[config.mk]
export PLATFORM = sky130hd
export DESIGN_NAME = lxd_diag
export DESIGN_NICKNAME = d
export VERILOG_FILES = /design/src/core/lxd_pkg.sv /design/src/core/lxd_diag.sv /design/src/core/lxd_result_mem.sv
export VERILOG_INCLUDE_DIRS = /design/src /design/src/core
export SDC_FILE = /design/constraint.sdc
export NUM_CORES = 1
export LEC_CHECK = 0
export ABC_CLOCK_PERIOD_IN_PS = 43700
export BUFFER_PORTS_ARGS = -buffer_cell sky130_fd_sc_hd__buf_2
export CAP_MARGIN = 25
export CORE_ASPECT_RATIO = 2
export CORE_MARGIN = 2
export CORE_UTILIZATION = 43
export CTS_CLUSTER_DIAMETER = 100
export DETAILED_ROUTE_END_ITERATION = 6
export GPL_TIMING_DRIVEN = 0
export MAX_ROUTING_LAYER = met4
export PLACE_DENSITY = 0.56
export SYNTH_ARGS = -nofsm -noshare
export SYNTH_HDL_FRONTEND = slang
export SYNTH_SLANG_ARGS = --single-unit
[constraint.sdc]
create_clock -name clk -period 43.7 [get_ports clk]
set_input_delay 6.555 -clock clk [delete_from_list [all_inputs] [get_ports clk]]
set_output_delay 6.555 -clock clk [all_outputs]
set_load 0.1 [all_outputs]
[src/core/lxd_defs.svh]
// Register offsets, reset values and timing counts of the diagnostics block
`ifndef LXD_DEFS_SVH
`define LXD_DEFS_SVH

// ****************************************************************
// Register offsets
// ****************************************************************
`define LXD_CTRL_OFS        8'h01
`define LXD_WARN_THR_OFS    8'h02
`define LXD_FORCED_PER_OFS  8'h03
`define LXD_FS_MODE_OFS     8'h04
`define LXD_ON_TIME0_OFS    8'h05
`define LXD_ON_TIME1_OFS    8'h06
`define LXD_RESULT_BASE     8'h08
`define LXD_RESULT_LAST     8'h0E
`define LXD_LED_FAULT_OFS   8'h13
`define LXD_DEV_FAULT_OFS   8'h14

// ****************************************************************
// Field positions
// ****************************************************************
`define LXD_PARITY_BIT      8
`define LXD_CTRL_EN_LSB     0
`define LXD_CTRL_AUTO_LSB   2
`define LXD_CTRL_RANGE_LSB  4
`define LXD_CTRL_OCLIM_LSB  8
`define LXD_STR_ON_IDX0     3'h5

// ****************************************************************
// Reset values
// ****************************************************************
`define LXD_WARN_THR_RST    8'hB3
`define LXD_CTRL_RST        16'h0000
`define LXD_FORCED_PER_RST  9'h000
`define LXD_FS_MODE_RST     3'h0

// ****************************************************************
// Timing
// ****************************************************************
`define LXD_CLK_KHZ         40000
`define LXD_DEB_NS          200
`define LXD_DEB_CYC         ((`LXD_DEB_NS * `LXD_CLK_KHZ + 999999) / 1000000)
`define LXD_TON_LSB_NS      200
`define LXD_TON_LSB_CYC     ((`LXD_TON_LSB_NS * `LXD_CLK_KHZ) / 1000000)
`define LXD_OPEN_NS         50000
`define LXD_OPEN_CYC        ((`LXD_OPEN_NS * `LXD_CLK_KHZ) / 1000000)

`endif

[src/core/lxd_pkg.sv]
// Types shared by the diagnostics block
package lxd_pkg;

    typedef enum logic [2:0] {
        LXD_SRC_SUPPLY,
        LXD_SRC_BOOST,
        LXD_SRC_TEMP,
        LXD_SRC_STR0,
        LXD_SRC_STR1
    } lxd_src_e;

    typedef struct packed {
        logic       valid;
        lxd_src_e   src;
        logic [7:0] code;
    } lxd_adc_s;

    typedef struct packed {
        logic on_phase;
        logic short_cmp;
        logic zero_cross;
        logic oc_over;
        logic period_tick;
        logic min_ton;
    } lxd_buck_s;

    typedef struct packed {
        logic        wr;
        logic        rd;
        logic [7:0]  addr;
        logic [15:0] wdata;
    } lxd_req_s;

    typedef enum logic {
        LXD_TH_NORMAL,
        LXD_TH_SHUTDOWN
    } lxd_therm_e;

endpackage

[src/core/lxd_diag.sv]
// Monitoring and diagnostic logic of the two-channel LED driver
// Overview of operation
// - Supply code stored 8-bit with odd parity, 4 V full scale.
// - Boost code stored 8-bit with odd parity, 70 V full scale.
// - Every result register, string voltages included, carries odd parity.
// - Parity sits in bit 8 above the value in bits 7..0.
// - Die temperature code kept and reused for warning and shutdown.
// - Two-bit range select per channel picks 70, 50, 40 or 30 V.
// - Constant dimming input still forces periodic string measurements.
// - Forced period equals nonzero setting times one converter sequence.
// - Warning flag latches when temperature code reaches warning threshold.
// - Warning threshold resets to code 179.
// - Shutdown disables both channels and latches shutdown flag.
// - Shutdown exits only when temperature falls below warning level.
// - After shutdown, auto channels restart; others need enable rising edge.
// - Serial link errors latch the link error flag.
// - On-time overflow at 50 us latches open flag, channel stays on.
// - Comparator below minimum limit latches channel short flag.
// - Short selects fixed off-time; zero-cross variant ends it early.
// - Overcurrent latches flag and disables the channel.
// - Overcurrent count to limit plus one; off until flag read.
// - Live status bit is 1 exactly while channel regulates.
// - Readable dimming input levels after 200 ns debouncer.
// - Minimum on-time flag latches per channel, cleared on read.
// - On-time register in 200 ns codes, zero below, held when stopped.
// - Hardware-reset flag sets only on power-on reset.
// - Power-on always resets; pin falling edge resets in modes 0,1,6,7.
`timescale 1ns/1ps
`include "lxd_defs.svh"

module lxd_diag
    import lxd_pkg::*;
#(
    parameter logic [7:0] TSD_CODE   = 8'hD0,
    parameter bit         ZERO_CROSS = 1'b0
)
(
    input  wire logic            clk,
    input  wire logic            rst_n,
    input  wire logic            reset_pin_n,
    input  wire lxd_req_s        req,
    output logic          [15:0] rdata,
    input  wire lxd_adc_s        adc,
    input  wire logic            adc_seq_done,
    input  wire logic      [1:0] dim_control_input,
    input  wire lxd_buck_s [1:0] buck,
    input  wire logic            link_err,
    output logic           [1:0] buck_run,
    output logic           [3:0] string_range_select,
    output logic           [1:0] force_measure,
    output logic           [1:0] fixed_off_time,
    output logic           [1:0] off_time_end
);

    localparam logic [11:0] OPEN_CYC = 12'(`LXD_OPEN_CYC);
    localparam logic [3:0]  DEB_CYC  = 4'(`LXD_DEB_CYC);

    // ****************************************************************
    // Reset pin handling
    // ****************************************************************
    logic       pin_q;
    logic       pin_rst;
    logic       next_pin_rst;
    logic       core_rst_n;
    logic [2:0] failsafe_mode_sel;

    always_comb
    begin
        next_pin_rst = pin_q && !reset_pin_n && !pin_rst
            && (failsafe_mode_sel[2] == failsafe_mode_sel[1]);
    end

    always_ff @(posedge clk or negedge rst_n)
    begin
        if (!rst_n)
        begin
            pin_q   <= 1'b1;
            pin_rst <= 1'b0;
        end
        else
        begin
            pin_q   <= reset_pin_n;
            pin_rst <= next_pin_rst;
        end
    end

    // Reset pulse comes from a flop so it cannot glitch
    assign core_rst_n = rst_n && !pin_rst;

    // ****************************************************************
    // Control, results and flags
    // ****************************************************************
    logic [15:0] ctrl,        next_ctrl;
    logic [7:0]  warn_temp_threshold, next_warn;
    logic [8:0]  forced_measure_period, next_fmp;
    logic [2:0]  next_fs_mode;
    logic [7:0]  die_temp_code, next_temp;
    logic [1:0]  open_string_flag, short_string_flag, overcurrent_flag;
    logic [1:0]  min_on_time_flag, next_open, next_short, next_oc, next_mint;
    logic        thermal_warning_flag, thermal_shutdown_flag;
    logic        link_error_flag, next_tw, next_tsd, next_lerr;
    logic        hw_reset_flag, next_hwr;
    lxd_therm_e  therm, next_therm;
    logic        rd_led, rd_dev, wr_any;
    logic [1:0]  dim_input_level, open_set, oc_set;
    logic [7:0]  on_time_measure [2];
    logic [6:0]  mem_we;
    logic [8:0]  mem_rdata;
    logic [15:0] rd_val, next_rd_val;
    logic        rd_mem, next_rd_mem;
    logic        shutdown_entry;

    assign rd_led = req.rd && (req.addr == `LXD_LED_FAULT_OFS);
    assign rd_dev = req.rd && (req.addr == `LXD_DEV_FAULT_OFS);
    assign wr_any = req.wr;
    assign shutdown_entry = (therm == LXD_TH_NORMAL)
        && (die_temp_code >= TSD_CODE);
    assign string_range_select = ctrl[`LXD_CTRL_RANGE_LSB +: 4];

    always_comb
    begin
        next_ctrl    = ctrl;
        next_warn    = warn_temp_threshold;
        next_fmp     = forced_measure_period;
        next_fs_mode = failsafe_mode_sel;
        if (wr_any)
        begin
            unique case (req.addr)
                `LXD_CTRL_OFS:       next_ctrl    = req.wdata;
                `LXD_WARN_THR_OFS:   next_warn    = req.wdata[7:0];
                `LXD_FORCED_PER_OFS: next_fmp     = req.wdata[8:0];
                `LXD_FS_MODE_OFS:    next_fs_mode = req.wdata[2:0];
                default:             next_ctrl    = ctrl;
            endcase
        end
        next_temp = die_temp_code;
        if (adc.valid && adc.src == LXD_SRC_TEMP)
            next_temp = adc.code;
        next_therm = therm;
        unique case (therm)
            LXD_TH_NORMAL:
                if (die_temp_code >= TSD_CODE)
                    next_therm = LXD_TH_SHUTDOWN;
            LXD_TH_SHUTDOWN:
                if (die_temp_code < warn_temp_threshold)
                    next_therm = LXD_TH_NORMAL;
        endcase
        // Set wins over the clearing read
        next_open  = open_set | (open_string_flag & ~{2{rd_led}});
        next_short = {buck[1].short_cmp, buck[0].short_cmp}
            | (short_string_flag & ~{2{rd_led}});
        next_oc    = oc_set | (overcurrent_flag & ~{2{rd_led}});
        next_mint  = {buck[1].min_ton, buck[0].min_ton}
            | (min_on_time_flag & ~{2{rd_led}});
        next_tw    = (die_temp_code >= warn_temp_threshold)
            || (thermal_warning_flag && !rd_dev);
        next_tsd   = shutdown_entry || (thermal_shutdown_flag && !rd_dev);
        next_lerr  = link_err || (link_error_flag && !rd_dev);
        next_hwr   = hw_reset_flag && !rd_dev;
    end

    always_ff @(posedge clk or negedge core_rst_n)
    begin
        if (!core_rst_n)
        begin
            ctrl                  <= `LXD_CTRL_RST;
            warn_temp_threshold   <= `LXD_WARN_THR_RST;
            forced_measure_period <= `LXD_FORCED_PER_RST;
            failsafe_mode_sel     <= `LXD_FS_MODE_RST;
            die_temp_code         <= 8'h00;
            therm                 <= LXD_TH_NORMAL;
            open_string_flag      <= 2'h0;
            short_string_flag     <= 2'h0;
            overcurrent_flag      <= 2'h0;
            min_on_time_flag      <= 2'h0;
            thermal_warning_flag  <= 1'b0;
            thermal_shutdown_flag <= 1'b0;
            link_error_flag       <= 1'b0;
        end
        else
        begin
            ctrl                  <= next_ctrl;
            warn_temp_threshold   <= next_warn;
            forced_measure_period <= next_fmp;
            failsafe_mode_sel     <= next_fs_mode;
            die_temp_code         <= next_temp;
            therm                 <= next_therm;
            open_string_flag      <= next_open;
            short_string_flag     <= next_short;
            overcurrent_flag      <= next_oc;
            min_on_time_flag      <= next_mint;
            thermal_warning_flag  <= next_tw;
            thermal_shutdown_flag <= next_tsd;
            link_error_flag       <= next_lerr;
        end
    end

    // Pin reset must not touch this one
    always_ff @(posedge clk or negedge rst_n)
    begin
        if (!rst_n)
            hw_reset_flag <= 1'b1;
        else
            hw_reset_flag <= next_hwr;
    end

    // ****************************************************************
    // Per-channel logic
    // ****************************************************************
    for (genvar i = 0; i < 2; i++)
    begin : g_ch
        logic [3:0]  deb_cnt, next_deb_cnt;
        logic        deb, next_deb, deb_prev, en_prev, tsd_lock, next_lock;
        logic [11:0] on_cnt, next_on_cnt;
        logic [7:0]  ton, next_ton;
        logic        phase_q;
        logic [2:0]  oc_cnt, next_oc_cnt, oc_lim;
        logic        oc_block, next_block, en, run;
        logic [8:0]  fcnt, next_fcnt;
        logic        next_force;

        assign en     = ctrl[`LXD_CTRL_EN_LSB + i];
        assign oc_lim = {1'b0, ctrl[`LXD_CTRL_OCLIM_LSB + 2*i +: 2]} + 3'h1;
        assign run    = en && deb && !tsd_lock && !oc_block
            && therm == LXD_TH_NORMAL;
        assign buck_run[i]        = run;
        assign dim_input_level[i] = deb;
        assign on_time_measure[i] = ton;
        assign fixed_off_time[i]  = buck[i].short_cmp;
        assign off_time_end[i]    = ZERO_CROSS && buck[i].short_cmp
            && buck[i].zero_cross;
        assign open_set[i] = run && buck[i].on_phase
            && on_cnt == OPEN_CYC - 12'h001;
        assign oc_set[i]   = next_block && !oc_block;

        always_comb
        begin
            next_deb     = deb;
            next_deb_cnt = 4'h0;
            if (dim_control_input[i] != deb)
            begin
                next_deb_cnt = deb_cnt + 4'h1;
                if (deb_cnt == DEB_CYC - 4'h1)
                begin
                    next_deb     = dim_control_input[i];
                    next_deb_cnt = 4'h0;
                end
            end
            next_lock = tsd_lock;
            if (shutdown_entry && !ctrl[`LXD_CTRL_AUTO_LSB + i])
                next_lock = 1'b1;
            else if (therm == LXD_TH_NORMAL && en && !en_prev)
                next_lock = 1'b0;
            next_on_cnt = on_cnt;
            next_ton    = ton;
            if (run && buck[i].on_phase)
            begin
                if (on_cnt != 12'hFFF)
                    next_on_cnt = on_cnt + 12'h001;
            end
            else if (phase_q)
            begin
                // Clamp long pulses; 3-bit shift equals 200 ns per code
                next_ton = (on_cnt[11] == 1'b0 && on_cnt[10:3] != 8'hFF)
                    ? on_cnt[10:3] : 8'hFF;
                if (on_cnt[11])
                    next_ton = 8'hFF;
                next_on_cnt = 12'h000;
            end
            next_oc_cnt = oc_cnt;
            next_block  = oc_block;
            if (!en || !buck[i].oc_over || (deb && !deb_prev))
                next_oc_cnt = 3'h0;
            else if (buck[i].period_tick && !oc_block)
                next_oc_cnt = oc_cnt + 3'h1;
            if (next_oc_cnt == oc_lim)
                next_block = 1'b1;
            else if (rd_led)
                next_block = 1'b0;
            next_fcnt  = fcnt;
            next_force = 1'b0;
            if (deb != deb_prev)
                next_fcnt = 9'h000;
            else if (adc_seq_done && forced_measure_period != 9'h000)
            begin
                next_fcnt = fcnt + 9'h001;
                if (next_fcnt == forced_measure_period)
                begin
                    next_force = 1'b1;
                    next_fcnt  = 9'h000;
                end
            end
        end

        always_ff @(posedge clk or negedge core_rst_n)
        begin
            if (!core_rst_n)
            begin
                deb_cnt          <= 4'h0;
                deb              <= 1'b0;
                deb_prev         <= 1'b0;
                en_prev          <= 1'b0;
                tsd_lock         <= 1'b0;
                on_cnt           <= 12'h000;
                ton              <= 8'h00;
                phase_q          <= 1'b0;
                oc_cnt           <= 3'h0;
                oc_block         <= 1'b0;
                fcnt             <= 9'h000;
                force_measure[i] <= 1'b0;
            end
            else
            begin
                deb_cnt          <= next_deb_cnt;
                deb              <= next_deb;
                deb_prev         <= deb;
                en_prev          <= en;
                tsd_lock         <= next_lock;
                on_cnt           <= next_on_cnt;
                ton              <= next_ton;
                phase_q          <= run && buck[i].on_phase;
                oc_cnt           <= next_oc_cnt;
                oc_block         <= next_block;
                fcnt             <= next_fcnt;
                force_measure[i] <= next_force;
            end
        end

    end

    // ****************************************************************
    // Result store and read path
    // ****************************************************************
    always_comb
    begin
        mem_we = 7'h00;
        if (adc.valid)
        begin
            mem_we[adc.src] = 1'b1;
            if (adc.src == LXD_SRC_STR0 && dim_input_level[0])
                mem_we[`LXD_STR_ON_IDX0] = 1'b1;
            if (adc.src == LXD_SRC_STR1 && dim_input_level[1])
                mem_we[`LXD_STR_ON_IDX0 + 3'h1] = 1'b1;
        end
    end

    lxd_result_mem u_mem (
        .clk   (clk),
        .rst_n (core_rst_n),
        .we    (mem_we),
        .wcode (adc.code),
        .raddr (3'(req.addr - `LXD_RESULT_BASE)),
        .rdata (mem_rdata)
    );

    always_comb
    begin
        next_rd_mem = req.addr >= `LXD_RESULT_BASE
            && req.addr <= `LXD_RESULT_LAST;
        unique case (req.addr)
            `LXD_CTRL_OFS:       next_rd_val = ctrl;
            `LXD_WARN_THR_OFS:   next_rd_val = {8'h00, warn_temp_threshold};
            `LXD_FORCED_PER_OFS: next_rd_val = {7'h00, forced_measure_period};
            `LXD_FS_MODE_OFS:    next_rd_val = {13'h0000, failsafe_mode_sel};
            `LXD_ON_TIME0_OFS:   next_rd_val = {8'h00, on_time_measure[0]};
            `LXD_ON_TIME1_OFS:   next_rd_val = {8'h00, on_time_measure[1]};
            `LXD_LED_FAULT_OFS:  next_rd_val = {4'h0, dim_input_level,
                buck_run, min_on_time_flag, overcurrent_flag,
                short_string_flag, open_string_flag};
            `LXD_DEV_FAULT_OFS:  next_rd_val = {12'h000, hw_reset_flag,
                link_error_flag, thermal_shutdown_flag,
                thermal_warning_flag};
            default:             next_rd_val = 16'h0000;
        endcase
    end

    always_ff @(posedge clk or negedge core_rst_n)
    begin
        if (!core_rst_n)
        begin
            rd_val <= 16'h0000;
            rd_mem <= 1'b0;
        end
        else
        begin
            rd_val <= next_rd_val;
            rd_mem <= next_rd_mem;
        end
    end

    assign rdata = rd_mem ? {7'h00, mem_rdata} : rd_val;
endmodule

[src/core/lxd_result_mem.sv]
// Parity-protected converter result store with registered read
`timescale 1ns/1ps
`include "lxd_defs.svh"

module lxd_result_mem
    import lxd_pkg::*;
(
    input  wire logic       clk,
    input  wire logic       rst_n,
    input  wire logic [6:0] we,
    input  wire logic [7:0] wcode,
    input  wire logic [2:0] raddr,
    output logic      [8:0] rdata
);

    logic [8:0] word  [7];
    logic [8:0] next_rdata;

    // ****************************************************************
    // Storage
    // ****************************************************************
    for (genvar i = 0; i < 7; i++)
    begin : g_word
        logic [8:0] next_word;
        always_comb
        begin
            next_word = word[i];
            if (we[i])
                next_word = {~^wcode, wcode};
        end
        always_ff @(posedge clk or negedge rst_n)
        begin
            if (!rst_n)
                word[i] <= 9'h100;
            else
                word[i] <= next_word;
        end
    end

    always_comb
    begin
        next_rdata = 9'h000;
        if (raddr < 3'h7)
            next_rdata = word[raddr];
    end

    always_ff @(posedge clk or negedge rst_n)
    begin
        if (!rst_n)
            rdata <= 9'h000;
        else
            rdata <= next_rdata;
    end

endmodule
==> results of run 1 <==
[layout make-up]
class	instances	area share [%]
Tap cell	340	3.27
Clock buffer	34	5.21
Clock inverter	7	0.327
Sequential cell	234	45.2
Multi-Input combinational cell	719	39.1
Buffer	49	1.87
Timing Repair Buffer	85	4.20
Inverter	24	0.693
Antenna cell	5	0.0963
[flip-flops by register name, summed over array words and instances (netlist names), 3 cells and up]
register               flops
g_ch.oc_cnt                6
ctrl                      16
u_mem.rdata                9
g_ch.fcnt                 18
failsafe_mode_sel          3
forced_measure_period      9
g_ch.deb_cnt               8
rd_val                    16
g_ch.ton                  16
g_ch.on_cnt               24
die_temp_code              8
warn_temp_threshold        8
u_mem.word                63
[through the flow]
stage / hold WS (ps) / area (um^2) / util, % / setup WS [ps]
floorplan: 411 / 11300 / - / 22800
global placement: 421 / 12100 / 47.0 / 16130
detailed placement: 381 / 12300 / 47.6 / 29990
CTS: 384 / 13000 / 50.4 / 29990
global route: 414 / 13000 / 50.4 / 29980
finish: 364 / 13000 / 50.4 / 30000
[worst max-delay path, stage by stage]
cell and delay, ps:
buf_2 90, buf_4 90, buf_2 410
[report_power, final]
group	internal, W	switching (W)	total (W)	leakage (nW)
Clock	0.000107	0.0000867	0.000194	0.361
Sequential	0.000250	0.0000238	0.000274	3.02
Combinational	0.0000455	0.0000570	0.000102	2.58
Total	0.000403	0.000167	0.000570	5.96
[metal layers]
metal  global-route usage (%)  vias up  wire, um
met3                     2.92       55      1080
met1                     23.7     4109     11000
met4                     8.41        0      1090
met2                     43.4      146     17000
met5                        -        -         0
li1                         -     3848         -
[synthesized netlist by cell type (7+ instances only)]
cell,n
nor2b_1,20
nand4_1,10
mux2_2,95
nor3_1,17
xor2_1,19
nand2_1,89
buf_2,11
ha_1,20
inv_1,24
a21oi_1,47
a21o_1,8
buf_4,12
nor2_1,114
clkbuf_1,26
nand2b_1,9
a222oi_1,8
mux4_2,9
and3_1,14
dfstp_2,14
xnor2_1,35
nand3b_1,7
nand3_1,24
a22oi_1,18
nor4_1,7
o21ai_0,39
and2_1,12
mux2i_1,20
dfrtp_1,220
[path summary, 6_finish.rpt]
check | start | to | slack, ps | depth (start not counted)
worst min register to register | pin_rst$_DFF_PN0_ | g_ch[0].ton[0]$_DFFE_PN0P_ | 360 | 1
worst min-delay path | pin_rst$_DFF_PN0_ | g_ch[0].ton[0]$_DFFE_PN0P_ | 360 | 1
max in group asynchronous | rst_n | u_mem.word[62]$_DFFE_PN1P_ | 36260 | 6
min in group clk | u_mem.word[26]$_DFFE_PN1P_ | u_mem.word[26]$_DFFE_PN1P_ | 470 | 2
worst max register to register | g_ch[1].fcnt[0]$_DFFE_PN0P_ | g_ch[1].fcnt[8]$_DFFE_PN0P_ | 41120 | 8
worst max-delay path | buck[10] | fixed_off_time[1] | 30000 | 3
[cell families after synthesis]
logic type / after synthesis / synth area share (%)
flops: 234 / 52.1
buf+inv: 73 / 2.95
simple gates: 355 / 15.7
mux: 124 / 13.1
compound gates: 164 / 9.80
fa+ha+maj: 20 / 2.22
xor+xnor: 54 / 4.19
other cells: 1 / 0.0332
==> results_dict.tcl, run 1 <==
set metrics [dict create \
    numCtsBuffers 23 \
    grt_pass1_wl_um 47300 \
    slew_headroom_pct 29.3 \
    total_power_w 0.000570 \
    fillerInstances 2462 \
    die-area_um2 27600 \
    yosys_register_bits 234 \
    vdd_ir_drop_max_v 0.0000378 \
    rsz0062_at_grt "no" \
    area_growth_pct 15.2 \
    hold_viol_final 0 \
    drt_pre_antenna_iters 5 \
    drt_iter0_markers 479 \
    synth_area_um2 11300 \
    antenna_found_initial 3 \
    fin_crit_ps 13700 \
    syn_avg_cell_area_um2 11.0 \
    synth_top_area_cell "dfrtp_1" \
    synth_edf_count 0 \
    routed_wirelength_um 30200 \
    register_area_um2 5870 \
    power_leakage_nw 5.96 \
    multiInputGateArea_um2 5080 \
    dp.cells 1451 \
    yosysUniqueCellTypes 65 \
    row_count 83 \
    fin_cells 1497 \
    fin_skew_ps 18.4 \
    port_buffers 77 \
    synth_warnings 0 \
    core-area_um2 25800 \
    syn-instance-count 1025 \
    arrival_ps 7150 \
    tightestPinTransition_ps 1050 \
    dp_hpwl_um 22800 \
    synthTopCellsByArea "dfrtp_1 49%, mux2_2 9.5%, nor2_1 3.8%" \
    fin_nets 1213 \
    postCtsSetupBuffers 0 \
    setup_tns_ps 0 \
    maxCapViolCount 0 \
    cp-start-kind "primary input" \
    drc 0 \
    clk_pin_slew_worst_paths_ps 60 \
    antenna_left 0 \
    clockBufferDepth 3 \
    finalSetupViolCount 0 \
    die_h_um 233 \
    drive_above_1_share_pct 25.1 \
    synth.top_cell.area_share_pct 48.8 \
    track_usage_pct 22.8 \
    start_util_pct 43.8 \
    maxSlewViolCount 0 \
    post_cts_resized 0 \
    cts-root-buf "clkbuf_16" \
    layout_common_cells "220 x dfrtp_1, 114 x nor2_1, 95 x mux2_2" \
    die_x_um 119 \
    p_per_area_nw_per_um2 43.9 \
    ys.flop_type "dfrtp_1" \
    insertion_delay_ps 540 \
    cts.sinks 234 \
    cts_tree "built" \
    ys_seq_area_share_pct 52.1 \
    cp.required_ps 37150 \
    endpoint_kind "output pin" \
    ios 85 \
    vias 8158 \
    hold_buffers 0 \
    grt_max_degree 34 \
    period_share_pct 31.4 \
    status "finished, final reports clean" \
    grt_overflow_total 0 \
    wl_per_cell_um 20.1 \
    cp_max_fo 2 \
    hold_class "flop to async pin" \
    grt_pass1_vias 8297 \
    vias_per_cell 5.45 \
    globalplace.congestion 0.887 \
    worstSetupPathType "primary input to output pin" \
    fmax_ghz 0.0730 \
    htreeDepth 1 \
    final_common_cell "dfrtp_1" \
    ys_async_sr_fraction_pct 100 \
]
Note: power is estimated with default switching activity, not from simulation.
==> run 2: changes to the inputs <==
ABC_CLOCK_PERIOD_IN_PS = 12700   (was 43700)
clock period = 12.7 ns   (was 43.7 ns; I/O delays follow)
==> run 2 against run 1 <==
Clock skew decreased by 11 ps. Critical path depth is the same. Setup slack worse by 22000 ps. Clock-buffer cell count is the same. Register-to-register slack got worse by 31000 ps. Worst hold slack improved by 48 ps. Largest cell class unchanged. Highest routed layer unchanged.
==> results_dict.tcl, run 2 (synthesis gave the netlist of run 1 again) <==
set metrics [dict create \
    arrival_ps 2500 \
    globalplace.congestion 0.868 \
    dp.cells 1451 \
    setup_ws_ps 8300 \
    drive_above_1_share_pct 25.0 \
    vdd_ir_drop_max_v 0.000136 \
    grt_pass1_vias 8538 \
    grt_overflow_total 0 \
    insertion_delay_ps 520 \
    vias_per_cell 5.45 \
    fin_cells 1495 \
    worstSetupPathType "primary input to output pin" \
    area_growth_pct 15.5 \
    maxCapViolCount 0 \
    period_share_pct 34.7 \
    htreeDepth 1 \
    track_usage_pct 22.6 \
    dp_hpwl_um 22700 \
    numCtsBuffers 23 \
    slew_headroom_pct 37.1 \
    die_h_um 233 \
    critPathMaxStageDelay_ps 410 \
    finalSetupViolCount 0 \
    cts.sinks 234 \
    cts_tree "built" \
    row_count 83 \
    clk_pin_slew_worst_paths_ps 60 \
    ios 85 \
    regMostFlops "u_mem.word" \
    final_common_cell "dfrtp_1" \
    fin_skew_ps 7.02 \
    cp.required_ps 10800 \
    slowest_stage "buf_2" \
    die-area_um2 27600 \
    p_per_area_nw_per_um2 152 \
    fmax_ghz 0.227 \
    rsz0062_at_grt "no" \
    power_leakage_nw 5.98 \
    antenna_left 0 \
    postCtsSetupBuffers 0 \
    post_cts_resized 0 \
    hold_viol_final 0 \
    fin_crit_ps 4400 \
    antenna_found_initial 2 \
    top_regs "u_mem.word (63), g_ch.on_cnt (24), g_ch.fcnt (18)" \
    port_buffers 77 \
    largest_reg_flops 63 \
    holdWs_ps 413 \
    critical_path.cell_chain "buf_2, buf_4, buf_2" \
    hold_buffers 0 \
    core-area_um2 25800 \
    vias 8148 \
    cp_max_fo 2 \
    die_x_um 119 \
    fillerInstances 2484 \
    place_ws_ps 8290 \
    cts-root-buf "clkbuf_16" \
    drt_pre_antenna_iters 5 \
    grt_pass1_wl_um 46900 \
    start_util_pct 43.8 \
    ff2ff_path_depth 8 \
    tightestPinTransition_ps 938 \
    fin_nets 1213 \
    drt_iter0_markers 399 \
    endpoint_kind "output pin" \
    layout_common_cells "220 x dfrtp_1, 114 x nor2_1, 95 x mux2_2" \
    maxSlewViolCount 0 \
    r2r_setup_slack_ps 10090 \
    drc 0 \
    crit_top_cell "buf_2" \
    wl_per_cell_um 19.6 \
    post-route-util_pct 50.6 \
    grt_max_degree 33 \
    hold_class "flop to async pin" \
    register_area_um2 5870 \
    multiInputGateArea_um2 5080 \
    setup_tns_ps 0 \
    routed_wirelength_um 29400 \
    clockBufferDepth 3 \
    status "finished, final reports clean" \
    cp-start-kind "primary input" \
]
## run 2: cell type report
| class | count | area share (%) |
|---|---|---|
| timing repair buffer | 85 | 4.30 |
| clock inverter | 8 | 0.720 |
| sequential | 234 | 45.1 |
| antenna | 2 | 0.0384 |
| clock buffer | 34 | 5.04 |
| inverter | 24 | 0.691 |
| tap | 340 | 3.26 |
| multi-input combinational | 719 | 39.0 |
| buffer | 49 | 1.86 |
## run 2: final timing paths
check,from,to
setup / recovery,buck[10],fixed_off_time[1]
hold / removal,pin_rst$_DFF_PN0_,g_ch[0].on_cnt[6]$_DFFE_PN0P_
setup reg to reg,g_ch[1].fcnt[0]$_DFFE_PN0P_,g_ch[1].fcnt[7]$_DFFE_PN0P_
hold reg to reg,pin_rst$_DFF_PN0_,g_ch[0].on_cnt[6]$_DFFE_PN0P_
max in group asynchronous,rst_n,g_ch[0].deb$_DFFE_PN0P_
min in group clk,g_ch[1].deb_cnt[0]$_DFF_PN0_,g_ch[1].deb_cnt[0]$_DFF_PN0_
## run 2: through the flow
| step | power, W | instance area, um^2 |
|---|---|---|
| after global routing | 0.00209 | 13000 |
| after CTS | 0.00201 | 13000 |
| final | 0.00198 | 13000 |
| after detailed placement | 0.00131 | 12300 |
| after floorplan | 0.00119 | 11300 |
| after global placement | 0.00129 | 12100 |
## run 2: power by group
| group | switching [W] | leakage (nW) | total, W | internal [W] |
|---|---|---|---|---|
| Sequential | 0.0000797 | 3.02 | 0.000940 | 0.000860 |
| Combinational | 0.000196 | 2.59 | 0.000353 | 0.000157 |
| Clock | 0.000289 | 0.373 | 0.000689 | 0.000400 |
## run 2: worst max-delay path, delay by kind of cell
family                 cells  cell delay, ps
buffers and inverters      3             590
## run 2: routing by layer
metal	share of wire, %	routed length, um	global-route usage, %
met2	56	16300	42.1
met3	3.2	948	2.84
met4	5.1	1500	11.2
met5	0	0	-
met1	36	10600	23.0
